### config.mk
export PLATFORM = sky130hd
export DESIGN_NAME = relay_output_bank
export DESIGN_NICKNAME = d
export VERILOG_FILES = /design/src/logic/relay_bank_pkg.sv /design/src/logic/coil_driver_half.sv /design/src/logic/relay_output_bank.sv
export VERILOG_INCLUDE_DIRS = /design/src /design/src/logic
export SDC_FILE = /design/constraint.sdc
export NUM_CORES = 1
export LEC_CHECK = 0
export BUFFER_PORTS_ARGS = -buffer_cell sky130_fd_sc_hd__buf_2
export CORE_MARGIN = 5
export CORE_UTILIZATION = 29
export CTS_BUF_LIST = sky130_fd_sc_hd__clkbuf_8
export DETAILED_ROUTE_END_ITERATION = 7
export PLACE_DENSITY = 0.53
export SETUP_SLACK_MARGIN = 0.1
export SLEW_MARGIN = 20
export SYNTH_ARGS = -nofsm -noshare
export SYNTH_HDL_FRONTEND = slang
export SYNTH_HIERARCHICAL = 1
export SYNTH_SLANG_ARGS = --single-unit
### constraint.sdc
create_clock -name ref_clk -period 2.6 [get_ports ref_clk]
set_input_delay 0.26 -clock ref_clk [delete_from_list [all_inputs] [get_ports ref_clk]]
set_output_delay 0.26 -clock ref_clk [all_outputs]
set_load 0.02 [all_outputs]
### src/logic/relay_bank_regs.svh
// constants for the relay output bank: offsets, fields, resets, timing
// assumes byte offsets relative to the jumpered base, 250 MHz ref_clk
`ifndef RELAY_BANK_REGS_SVH
`define RELAY_BANK_REGS_SVH

`define OFS_IDENTITY_HI 5'h00
`define OFS_IDENTITY_LO 5'h01
`define OFS_CONTROL_HI 5'h02
`define OFS_CONTROL_LO 5'h03
`define OFS_OUTPUT_BASE 5'h10
`define OFS_CONTACT_BASE 5'h18

`define CTL_FAIL_LED_OFF_BIT 15
`define CTL_LOWER_ENABLE_BIT 14
`define CTL_UPPER_ENABLE_BIT 13
`define CTL_RESET_VALUE 16'h0000
`define OUTPUT_RESET_VALUE 64'h0000_0000_0000_0000

`define AM_SPACE_SHORT 3'h5
`define AM_SPACE_STANDARD 3'h7

`define CLK_PERIOD_NS 4
`define ACK_DELAY_NS 150

`endif

### src/logic/relay_bank_pkg.sv
// types shared by the relay output bank
// assumes nothing beyond the single ref_clk domain
`default_nettype none
package relay_bank_pkg;

  typedef enum logic [1:0] {
    CYC_IDLE = 2'b00,
    CYC_DELAY = 2'b01,
    CYC_ACK = 2'b10
  } cycle_state_t;

endpackage
`default_nettype wire

### src/logic/coil_driver_half.sv
// one half of the relay bank: complementary set/reset coil drivers
// assumes out_bits come from the output registers of the parent
`timescale 1ns/100ps
`default_nettype none
module coil_driver_half #(
  parameter int WIDTH = 32
) (
  input wire logic ref_clk,
  input wire logic rst,
  input wire logic [WIDTH-1:0] out_bits,
  input wire logic enable,
  output logic [WIDTH-1:0] set_drive_q,
  output logic [WIDTH-1:0] reset_drive_q,
  output logic drive_oe_q
);

  always_ff @(posedge ref_clk) begin
    if (rst) begin
      set_drive_q <= '0;
      reset_drive_q <= '0;
      drive_oe_q <= 1'b0;
    end else begin
      set_drive_q <= out_bits;
      reset_drive_q <= ~out_bits;
      drive_oe_q <= enable;
    end
  end

endmodule
`default_nettype wire

### src/logic/relay_output_bank.sv
// relay output bank: backplane slave, control word, output and contact registers
// assumes backplane inputs synchronous to ref_clk and jumpers static
`timescale 1ns/100ps
`default_nettype none
`include "relay_bank_regs.svh"
module relay_output_bank
  import relay_bank_pkg::*;
#(
  parameter logic [7:0] BOARD_CODE = 8'hA5, // arbitrary value
  parameter int CHANNELS = 64
) (
  input wire logic ref_clk,
  input wire logic rst,
  input wire logic [23:1] addr,
  input wire logic [5:0] am,
  input wire logic as_n,
  input wire logic ds0_n,
  input wire logic ds1_n,
  input wire logic lword_n,
  input wire logic write_n,
  input wire logic [31:0] data_in,
  output logic [31:0] data_out,
  output logic data_oe,
  output logic dtack_n,
  input wire logic address_space_select_jumper,
  input wire logic nonprivileged_only_jumper,
  input wire logic either_privilege_jumper,
  input wire logic [23:5] base_address_jumpers,
  input wire logic [CHANNELS-1:0] contact_state,
  output logic fail_led_on,
  output logic [CHANNELS/2-1:0] lower_set_drive,
  output logic [CHANNELS/2-1:0] lower_reset_drive,
  output logic lower_drive_oe,
  output logic [CHANNELS/2-1:0] upper_set_drive,
  output logic [CHANNELS/2-1:0] upper_reset_drive,
  output logic upper_drive_oe,
  output logic board_selected
);

  // ****************************************
  // timing
  // ****************************************
  localparam int ACK_CYCLES = (`ACK_DELAY_NS + `CLK_PERIOD_NS - 1) / `CLK_PERIOD_NS;
  localparam logic [5:0] ACK_LAST = 6'(ACK_CYCLES - 1);

  // ****************************************
  // state
  // ****************************************
  cycle_state_t state_q, state_d;
  logic [5:0] delay_q;
  logic [4:0] cyc_ofs_q;
  logic cyc_lword_q;
  logic cyc_ds0_q;
  logic cyc_ds1_q;
  logic cyc_write_q;
  logic [31:0] cyc_data_q;
  logic [15:0] control_q;
  logic [CHANNELS-1:0] output_q;
  logic [31:0] data_out_q;
  logic data_oe_q;
  logic dtack_n_q;
  logic fail_led_on_q;
  logic board_selected_q;

  // ****************************************
  // board select decode
  // ****************************************
  // jumper picks standard or short space
  wire logic standard_space = address_space_select_jumper;
  wire logic [2:0] am_space = am[5:3];
  wire logic am_kind_ok = standard_space ? (am[1:0] == 2'b01 || am[1:0] == 2'b10)
                                         : (am[1:0] == 2'b01);
  wire logic space_hit = am_kind_ok &&
                         (am_space == (standard_space ? `AM_SPACE_STANDARD : `AM_SPACE_SHORT));
  wire logic supervisory_cycle = am[2];
  wire logic privilege_hit = nonprivileged_only_jumper ? !supervisory_cycle :
                             either_privilege_jumper ? 1'b1 : supervisory_cycle;
  // installed jumper means line must be zero
  wire logic [23:5] base_expect = ~base_address_jumpers;
  wire logic low_addr_hit = (addr[15:5] == base_expect[15:5]);
  wire logic high_addr_hit = !standard_space || (addr[23:16] == base_expect[23:16]);
  wire logic strobe_low = !ds0_n || !ds1_n;
  wire logic strobes_high = ds0_n && ds1_n;
  wire logic select_now = !as_n && strobe_low && space_hit && privilege_hit &&
                          low_addr_hit && high_addr_hit;
  wire logic [4:0] byte_ofs_now = {addr[4:1], !lword_n ? 1'b0 : ds1_n};

  // ****************************************
  // byte lane steering
  // ****************************************
  // slot i carries data byte [31-8i -: 8]
  // longword uses all four slots, else slots 2 and 3
  logic [4:0] slot_ofs [4];
  logic [3:0] slot_en;
  wire logic long_ok = cyc_lword_q && !cyc_ofs_q[1] && cyc_ds0_q && cyc_ds1_q;
  genvar gi;
  generate
    for (gi = 0; gi < 4; gi++) begin : g_slot
      if (gi < 2) begin : g_hi
        assign slot_ofs[gi] = {cyc_ofs_q[4:2], 2'(gi)};
        assign slot_en[gi] = long_ok;
      end else begin : g_lo
        assign slot_ofs[gi] = cyc_lword_q ? {cyc_ofs_q[4:2], 2'(gi)}
                                          : {cyc_ofs_q[4:1], 1'(gi - 2)};
        assign slot_en[gi] = cyc_lword_q ? long_ok : (gi == 2 ? cyc_ds1_q : cyc_ds0_q);
      end
    end
  endgenerate

  // ****************************************
  // register read mux
  // ****************************************
  function automatic logic [7:0] read_byte(
    input logic [4:0] ofs,
    input logic [15:0] ctl,
    input logic [CHANNELS-1:0] outs,
    input logic [CHANNELS-1:0] contacts
  );
    logic [7:0] val;
    val = 8'h00;
    if (ofs == `OFS_IDENTITY_HI) begin
      // fixed code, lower byte left at zero
      val = BOARD_CODE;
    end else if (ofs == `OFS_CONTROL_HI) begin
      val = ctl[15:8];
    end else if (ofs == `OFS_CONTROL_LO) begin
      val = ctl[7:0];
    end else if (ofs[4:3] == `OFS_OUTPUT_BASE >> 3) begin
      val = outs[(7 - ofs[2:0]) * 8 +: 8];
    end else if (ofs[4:3] == `OFS_CONTACT_BASE >> 3) begin
      val = contacts[(7 - ofs[2:0]) * 8 +: 8];
    end
    return val;
  endfunction

  // only 64-channel builds fill every byte; narrower builds read X in the bytes past CHANNELS
  logic [63:0] outs_wide;
  logic [63:0] contacts_wide;
  assign outs_wide = 64'(output_q);
  assign contacts_wide = 64'(contact_state);

  logic [31:0] read_word;
  generate
    for (gi = 0; gi < 4; gi++) begin : g_rd
      assign read_word[(3 - gi) * 8 +: 8] =
        slot_en[gi] ? read_byte(slot_ofs[gi], control_q, outs_wide[CHANNELS-1:0],
                                contacts_wide[CHANNELS-1:0]) : 8'h00;
    end
  endgenerate

  // ****************************************
  // cycle sequencer
  // ****************************************
  wire logic delay_done = (delay_q == ACK_LAST);
  wire logic commit = (state_q == CYC_DELAY) && delay_done;

  always_comb begin
    state_d = state_q;
    case (state_q)
      CYC_IDLE: begin
        if (select_now) begin
          state_d = CYC_DELAY;
        end
      end
      CYC_DELAY: begin
        if (delay_done) begin
          state_d = CYC_ACK;
        end
      end
      CYC_ACK: begin
        // re-arm once host lets go of the strobes
        if (strobes_high) begin
          state_d = CYC_IDLE;
        end
      end
      default: begin
        state_d = CYC_IDLE;
      end
    endcase
  end

  always_ff @(posedge ref_clk) begin
    if (rst) begin
      state_q <= CYC_IDLE;
      delay_q <= 6'h00;
    end else begin
      state_q <= state_d;
      delay_q <= (state_q == CYC_DELAY) ? delay_q + 6'h01 : 6'h00;
    end
  end

  // cycle is latched at select so the host may move on early
  always_ff @(posedge ref_clk) begin
    if (rst) begin
      cyc_ofs_q <= 5'h00;
      cyc_lword_q <= 1'b0;
      cyc_ds0_q <= 1'b0;
      cyc_ds1_q <= 1'b0;
      cyc_write_q <= 1'b0;
      cyc_data_q <= 32'h0000_0000;
    end else if (state_q == CYC_IDLE && select_now) begin
      cyc_ofs_q <= byte_ofs_now;
      cyc_lword_q <= !lword_n;
      cyc_ds0_q <= !ds0_n;
      cyc_ds1_q <= !ds1_n;
      cyc_write_q <= !write_n;
      cyc_data_q <= data_in;
    end
  end

  // ****************************************
  // register writes
  // ****************************************
  // control cleared at reset
  always_ff @(posedge ref_clk) begin
    if (rst) begin
      control_q <= `CTL_RESET_VALUE;
      output_q <= CHANNELS'(`OUTPUT_RESET_VALUE);
    end else if (commit && cyc_write_q) begin
      for (int i = 0; i < 4; i++) begin
        if (slot_en[i]) begin
          // identity and contact writes fall through unstored
          // whole word stored, only top bits used
          if (slot_ofs[i] == `OFS_CONTROL_HI) begin
            control_q[15:8] <= cyc_data_q[(3 - i) * 8 +: 8];
          end
          if (slot_ofs[i] == `OFS_CONTROL_LO) begin
            control_q[7:0] <= cyc_data_q[(3 - i) * 8 +: 8];
          end
          if (slot_ofs[i][4:3] == `OFS_OUTPUT_BASE >> 3 &&
              (7 - slot_ofs[i][2:0]) * 8 < CHANNELS) begin
            output_q[(7 - slot_ofs[i][2:0]) * 8 +: 8] <= cyc_data_q[(3 - i) * 8 +: 8];
          end
        end
      end
    end
  end

  // ****************************************
  // bus answer
  // ****************************************
  always_ff @(posedge ref_clk) begin
    if (rst) begin
      data_out_q <= 32'h0000_0000;
      data_oe_q <= 1'b0;
      dtack_n_q <= 1'b1;
      board_selected_q <= 1'b0;
    end else begin
      board_selected_q <= (state_d != CYC_IDLE);
      if (commit) begin
        dtack_n_q <= 1'b0;
        data_out_q <= cyc_write_q ? 32'h0000_0000 : read_word;
        data_oe_q <= !cyc_write_q;
      end else if (state_q == CYC_ACK && strobes_high) begin
        // read data held until both strobes high
        dtack_n_q <= 1'b1;
        data_oe_q <= 1'b0;
        data_out_q <= 32'h0000_0000;
      end
    end
  end

  // ****************************************
  // front panel and coil drivers
  // ****************************************
  always_ff @(posedge ref_clk) begin
    if (rst) begin
      fail_led_on_q <= 1'b1;
    end else begin
      fail_led_on_q <= !control_q[`CTL_FAIL_LED_OFF_BIT];
    end
  end

  // bit 14 lower half, bit 13 upper half
  coil_driver_half #(
    .WIDTH(CHANNELS / 2)
  ) u_lower (
    .ref_clk(ref_clk),
    .rst(rst),
    .out_bits(output_q[CHANNELS/2-1:0]),
    .enable(control_q[`CTL_LOWER_ENABLE_BIT]),
    .set_drive_q(lower_set_drive),
    .reset_drive_q(lower_reset_drive),
    .drive_oe_q(lower_drive_oe)
  );

  coil_driver_half #(
    .WIDTH(CHANNELS / 2)
  ) u_upper (
    .ref_clk(ref_clk),
    .rst(rst),
    .out_bits(output_q[CHANNELS-1:CHANNELS/2]),
    .enable(control_q[`CTL_UPPER_ENABLE_BIT]),
    .set_drive_q(upper_set_drive),
    .reset_drive_q(upper_reset_drive),
    .drive_oe_q(upper_drive_oe)
  );

  assign data_out = data_out_q;
  assign data_oe = data_oe_q;
  assign dtack_n = dtack_n_q;
  assign fail_led_on = fail_led_on_q;
  assign board_selected = board_selected_q;

endmodule
`default_nettype wire

After elaboration in Yosys (flattened, before gate mapping)

Cells that the tools add are included.

Bits in latches: 0
RAM bits: 0
Word-level logic and storage cells: 175
Input port bits: 154
Register bits: 295
Output and inout port bits: 166
Memories kept: 0
ROM bits: 0

Muxes and demuxes: 64
Multiply operators: 0
Add/subtract/negate cells: 9
Reductions and logical operators: 39
Magnitude comparators: 4
Bitwise logic cells: 4
Divide/modulo/power cells: 0
Equality and inequality tests: 18
Shift-type cells: 16

Operator list:

| cell                      | number |
|---|---|
| $mux W64                  | 14 |
| $shiftx A64 B33 Y8        | 8 |
| $bwmux W64                | 4 |
| $shift A8 B34 Y64 const A | 4 |
| $shiftx A8 B34 Y64        | 4 |
| $mux W8                   | 24 |
| $neg A32 Y34              | 4 |
| $lt A32 B7 Y1 const B     | 4 |
| $mux W32                  | 3 |
| $not A32 Y32              | 2 |
| $mux W16                  | 2 |
| $eq A5 B2 Y1 const B      | 4 |
| $logic_not A5 Y1          | 4 |
| $not A19 Y19              | 1 |
| $logic_and A1 B1 Y1       | 18 |
| $eq A2 B2 Y1 const B      | 8 |
| $sub A3 B3 Y4 const A     | 4 |
| $mux W2                   | 6 |
| $eq A11 B11 Y1            | 1 |
| $logic_not A1 Y1          | 10 |
| $mux W1                   | 10 |
| $eq A8 B8 Y1              | 1 |
| $add A6 B1 Y6 const B     | 1 |
| $eq A6 B6 Y1 const B      | 1 |
| other kinds (8)           | 12 |

Depth between registers and ports, before layout

Depth after elaboration: 21
Gate-level depth with buffers: 12

By module

The synthesis kept the hierarchy.

Modules (own cells, without submodules):

| module            | cells an instance | times used | area each (um^2) | seq. area each (um^2) |
|---|---|---|---|---|
| relay_output_bank | 984               | 1          | 8879.8           | 3283.1 |
| coil_driver_half  | 137               | 2          | 1746.7           | 1301.2 |

Worst setup path before layout

OpenSTA, ideal clock, no wires.

Path kind: register -> register
Start point: register cyc_lword_q
End point: register output_q[53]
Required time: 2.512 ns
Data arrival time: 2.437 ns
Stages on the path, launching flop included: 13
Clock period less this slack: 2.525 ns
Slack: 0.075 ns
Path through: dfxtp_1 or2_2 buf_6 inv_2 buf_6 clkbuf_8 ha_1 clkbuf_8 o2111ai_2 a21oi_4 buf_6 nor2_1 a311oi_2

Longest elaborated chain between the ends: 19
Elaborated cells between the ends (all ways): 35
Those cells by class: add/sub (4); order compare (2); shift (4); mux (20); reduce/logical (5)

RTL lines:

| element                                                               | line                     | text |
|---|---|---|
| start: declaration                                                    | relay_output_bank.sv:52  | `logic cyc_lword_q;` |
| start signal: assignment                                              | relay_output_bank.sv:203 | `cyc_lword_q <= !lword_n;` |
| parallel branches: the longest is 18 deep, another holds $neg A32 Y34 | --                       |  |
| $mux W64 (*)                                                          | relay_output_bank.sv:221 | `if (slot_en[i]) begin` |
| end signal: assignment                                                | relay_output_bank.sv:218 | `` output_q <= CHANNELS'(`OUTPUT_RESET_VALUE); `` |
| end signal: indexed assignment                                        | relay_output_bank.sv:232 | `output_q[(7 - slot_ofs[i][2:0]) * 8 +: 8] <= cyc_data_q[(3 - i) * 8 +: 8];` |
| end: declaration                                                      | relay_output_bank.sv:58  | `logic [CHANNELS-1:0] output_q;` |

Every way passes the cells marked *. The select of a mux whose other input is x is not followed.
A chain may end at the register's enable or synchronous reset.

Worst setup path after layout

Start point: register cyc_lword_q
End point: register output_q[51]

Same word-level chain as after synthesis.

==> impl_summary.md <==
Timing
Setup repair after global routing left no endpoint under its margin. The final count of pins violating max slew is 0. The final hold violation count is 0.

The transition time at the pin with the least slew margin is approximately 0.77 ns. The worst clock skew is between 0.03 and 0.04 ns. The final period utilization is 90.2%. The worst path in the final design needs a cycle of 2.35 ns, including I/O delays and setup. The aggregate negative setup slack is 0 ns.

The headroom to the max-slew limit is between 40% and 50%. The worst hold margin is 0.0926 ns. The maximum operating frequency is around 430 MHz.

The total of endpoints with negative setup slack in the final report is 0.

Placed design
At the end of routability-driven placement, the weighted congestion stood at roughly 0.84. The placed instances occupy a cell area of between 10000 and 15000 um2. Detailed placement ended at an HPWL of between 30000 and 40000 um. The number of port buffers is 319.

Power and ir drop
Of the total power, the share spent switching nets is 23.7%. The share of total power dissipated in the clock network is around 48%. The total power density per cell area is slightly above 600 nW/um2.

The analysis attributes to cell leakage a power of 6.43 nW. The fraction of power consumed by sequential logic is a little under half. The internal power summed over all cells is 0.00744 W. The share of total power dissipated in combinational logic is around 5.0%. The switching power total is roughly 0.0023 W. The worst-case IR drop observed on VDD is 0.351 mV.

Yosys
The part of the Yosys area used for sequential elements is 47.6%. The dominant cell by count in the synthesized netlist is sky130_fd_sc_hd__dfxtp_1. By count the netlist is led by sky130_fd_sc_hd__dfxtp_1 (294), sky130_fd_sc_hd__nor2_1 (144), sky130_fd_sc_hd__a21oi_1 (86). The summed instance area of the synthesized netlist is 12400 um2. Counting flops with a built-in enable in the synthesized netlist gives 0.

After synthesis, the cell types taking the most area are sky130_fd_sc_hd__dfxtp_1 (48%), sky130_fd_sc_hd__mux4_2 (4.9%), sky130_fd_sc_hd__nor2_1 (4.4%), sky130_fd_sc_hd__a21oi_1 (3.5%), sky130_fd_sc_hd__o31ai_1 (3.2%). The synthesized area per cell is just under 10 um2. The most common flop cell mapped by yosys is sky130_fd_sc_hd__dfxtp_1.

The number of different library cells used by synthesis comes to 70. When the netlist entered floorplanning its net count stood at 1421. The number of warnings reported in the yosys synthesis log is 6. After technology mapping, the gate count stands at 1258. Of all flip-flops after synthesis, the portion carrying an async set or reset was 0%. The biggest area contributor in the post-synthesis netlist is sky130_fd_sc_hd__dfxtp_1. The number of storage elements in the synthesis netlist is approximately 300. The top cell type by area accounts for between 40% and 50% of the synthesized area.

Worst setup path
The nature of the critical path endpoint is a flop. Counting both buffers and inverters, the worst setup path holds a total of 2. Across all register-to-register paths, the minimum setup slack is between 0.2 and 0.3 ns.

The kind of critical path is reg2reg. Broken down by cell family, the worst path's largest delay share belongs to compound AO/OA/AOI/OAI gates. The data required time at the worst endpoint is 3.12 ns.

Of all nets on the critical path, the largest fanout is 10. The signal on the critical path passes through or2_2 > inv_2 > ha_1 > o2111ai_2 > a21oi_4 > buf_12 > nor2_1 > a311oi_1. The startpoint class of the critical path is a flop. The master of the slowest instance on the critical path is sky130_fd_sc_hd__or2_2. The maximum cell stage delay along the critical path is about 0.36 ns. Data on the critical path arrives at its endpoint at around 2.9 ns.

Floorplan
The I/O pin total is 320. In this run the standard cell core region covers around 42000 um2. The starting utilization of the core area is 29.4%. Measured along the x axis, the die boundary spans between 200 and 250 um. The number of placement rows is 75. The full die area is 46900 um2. From bottom edge to top edge, the die measures around 220 um.

Min path
The min-delay analysis places its worst path in the category in2reg.

Clock network
The TritonCTS clock tree is built. CTS built an H-tree with a depth of 2. The clock passes through at most 3 buffers. The number of buffers inserted during clock tree synthesis is 52. The clock-pin slew on the worst setup and hold paths is roughly 0.070 ns.

The sink count of the clock tree is 294. The later pin in the worst-skew pair is clocked with a latency of about 0.64 ns. The buffer type at the clock tree root is sky130_fd_sc_hd__clkbuf_8.

The post-CTS resize count is 0.

Route
In the routed design, unresolved DRC markers number 0. The antenna violation net count after detailed routing is 0. The wire length per cell is around 20 um. After detailed routing, the total wire length is approximately 45000 um.

The count of vias placed by the detailed router is roughly 11000. For this block, the initial DRC count from the detailed router was roughly 820. The mean number of vias per cell is 4.99. The first detailed-routing pass ran for 6 iterations.

GRT
Global routing finished with a remaining overflow of 0. The first global-routing pass estimated about 66000 um of wire. The pin count of the biggest net entering global routing is around 160. The total track usage is about 18%.

The initial antenna violation count is 7. The via count of the first global-routing pass is between 10000 and 15000.

Cells and area
After routing the design area is approximately 16000 um2. Summing all multi-input logic gate instances after layout gives ~5800 um2. In the final layout, the share of cells above drive strength 1 is 33.4%. Counting the fill cells in the layout gives roughly 4300. The layout overhead on the synthesized area is 29.1%. For this run, the post-layout net count is roughly 1800. The sequential cell area in the final layout is 5890 um2.

Flow run
The tool flagged a number of max-cap violations equal to 0.

Run status
The flow ran to the end, and the final reports show no timing, DRC or antenna violations.
[metal layers]
layer  vias up  track usage (%)  routed length, um
met1      5206             25.2              20400
met5         -                0                 54
met4         8             4.24                854
met3        65             5.37               3530
li1       5250                -                  -
met2       398             28.5              19800
[state kept, by name, indices dropped and copies added (netlist names), 2 cells and up]
name,cells
output_q,64
cyc_data_q,32
data_out,32
u_lower/reset_drive_q,32
u_lower/set_drive_q,32
u_upper/reset_drive_q,32
u_upper/set_drive_q,32
control_q,16
delay_q,6
cyc_ofs_q,4
state_q,2
[stage by stage]
step	total power, W	std cells	setup WS (ns)	utilization, %
global route	0.0102	2190	0.111	38.0
finish	0.00975	2190	0.255	38.0
floorplan	0.00490	1258	0.101	-
CTS	0.00990	2184	0.275	37.9
global placement	0.00511	2045	0.400	34.1
detailed placement	0.00512	2045	0.285	34.1
[final timing paths]
| check | cells past startpoint | startpoint | endpoint |
|---|---|---|---|
| hold reg to reg | 1 | control_q[15]$_SDFFE_PP0P_ | fail_led_on$_SDFF_PP1_ |
| hold / removal | 4 | contact_state[54] | data_out[22]$_SDFFE_PP0P_ |
| setup / recovery | 8 | cyc_lword_q$_SDFFE_PP0P_ | output_q[51]$_SDFFE_PP0P_ |
| setup reg to reg | 8 | cyc_lword_q$_SDFFE_PP0P_ | output_q[51]$_SDFFE_PP0P_ |
[cell families (layout without fill, tap and decap cells)]
kind of cell / after synthesis / in the layout / share of synthesized area (%)
simple gates: 490 / 490 / 21.1
xor+xnor: 23 / 23 / 1.63
other cells: 0 / 2 / 0
fa+ha+maj: 9 / 9 / 0.910
mux: 63 / 63 / 7.86
buf+inv: 117 / 508 / 5.71
flops: 294 / 294 / 47.6
compound gates: 262 / 262 / 15.2
[worst register-to-register path: cells and delay by family (launching register included)]
family / cells / cell delay (ns)
AOI/OAI and AO/OA: 3 / 0.95
and+or+nand+nor: 2 / 0.40
buffers and inverters: 2 / 0.26
DFF: 1 / 0.35
adders and majority gates: 1 / 0.30
[power groups by stage]
stage | Clock, W | Sequential, W | Combinational [W]
6_report | 0.00468 | 0.00457 | 0.000492
5_1_grt | 0.00507 | 0.00457 | 0.000534
4_1_cts | 0.00483 | 0.00457 | 0.000497
3_5_place_dp | 0 | 0.00467 | 0.000446
3_3_place_gp | 0 | 0.00467 | 0.000442
2_1_floorplan | 0 | 0.00474 | 0.000163
[placed cells by master, fill, tap and decap left out, types with 22 or more instances in the layout]
master and count:
sky130_fd_sc_hd__buf_2 318, sky130_fd_sc_hd__dfxtp_1 292, sky130_fd_sc_hd__nor2_1 144, sky130_fd_sc_hd__a21oi_1 86
sky130_fd_sc_hd__nand2_1 76, sky130_fd_sc_hd__clkbuf_8 68, sky130_fd_sc_hd__nand3_1 66, sky130_fd_sc_hd__nand4_1 54
sky130_fd_sc_hd__o31ai_1 52, sky130_fd_sc_hd__dlygate4sd3_1 41, sky130_fd_sc_hd__nor2b_1 35, sky130_fd_sc_hd__nor2b_2 34
sky130_fd_sc_hd__mux2i_1 33, sky130_fd_sc_hd__buf_4 30, sky130_fd_sc_hd__mux4_2 27, sky130_fd_sc_hd__inv_1 25
sky130_fd_sc_hd__nand2b_1 22, sky130_fd_sc_hd__a311oi_1 22
[layout make-up]
cell class	instances	share of cell area, %
antenna	2	0.0313
clock buffer	68	5.86
clock inverter	30	1.44
inverter	13	0.306
multi-input combinational	847	36.3
sequential	294	36.9
tap	539	4.22
timing repair buffer	397	14.9
[repair_timing]
item                                    CTS  global route
endpoints found under the setup margin    0             2
endpoints found under the hold margin    41             0
hold buffers                             41             0
buffers inserted                          0             4
(Power assumes the default switching activity.)
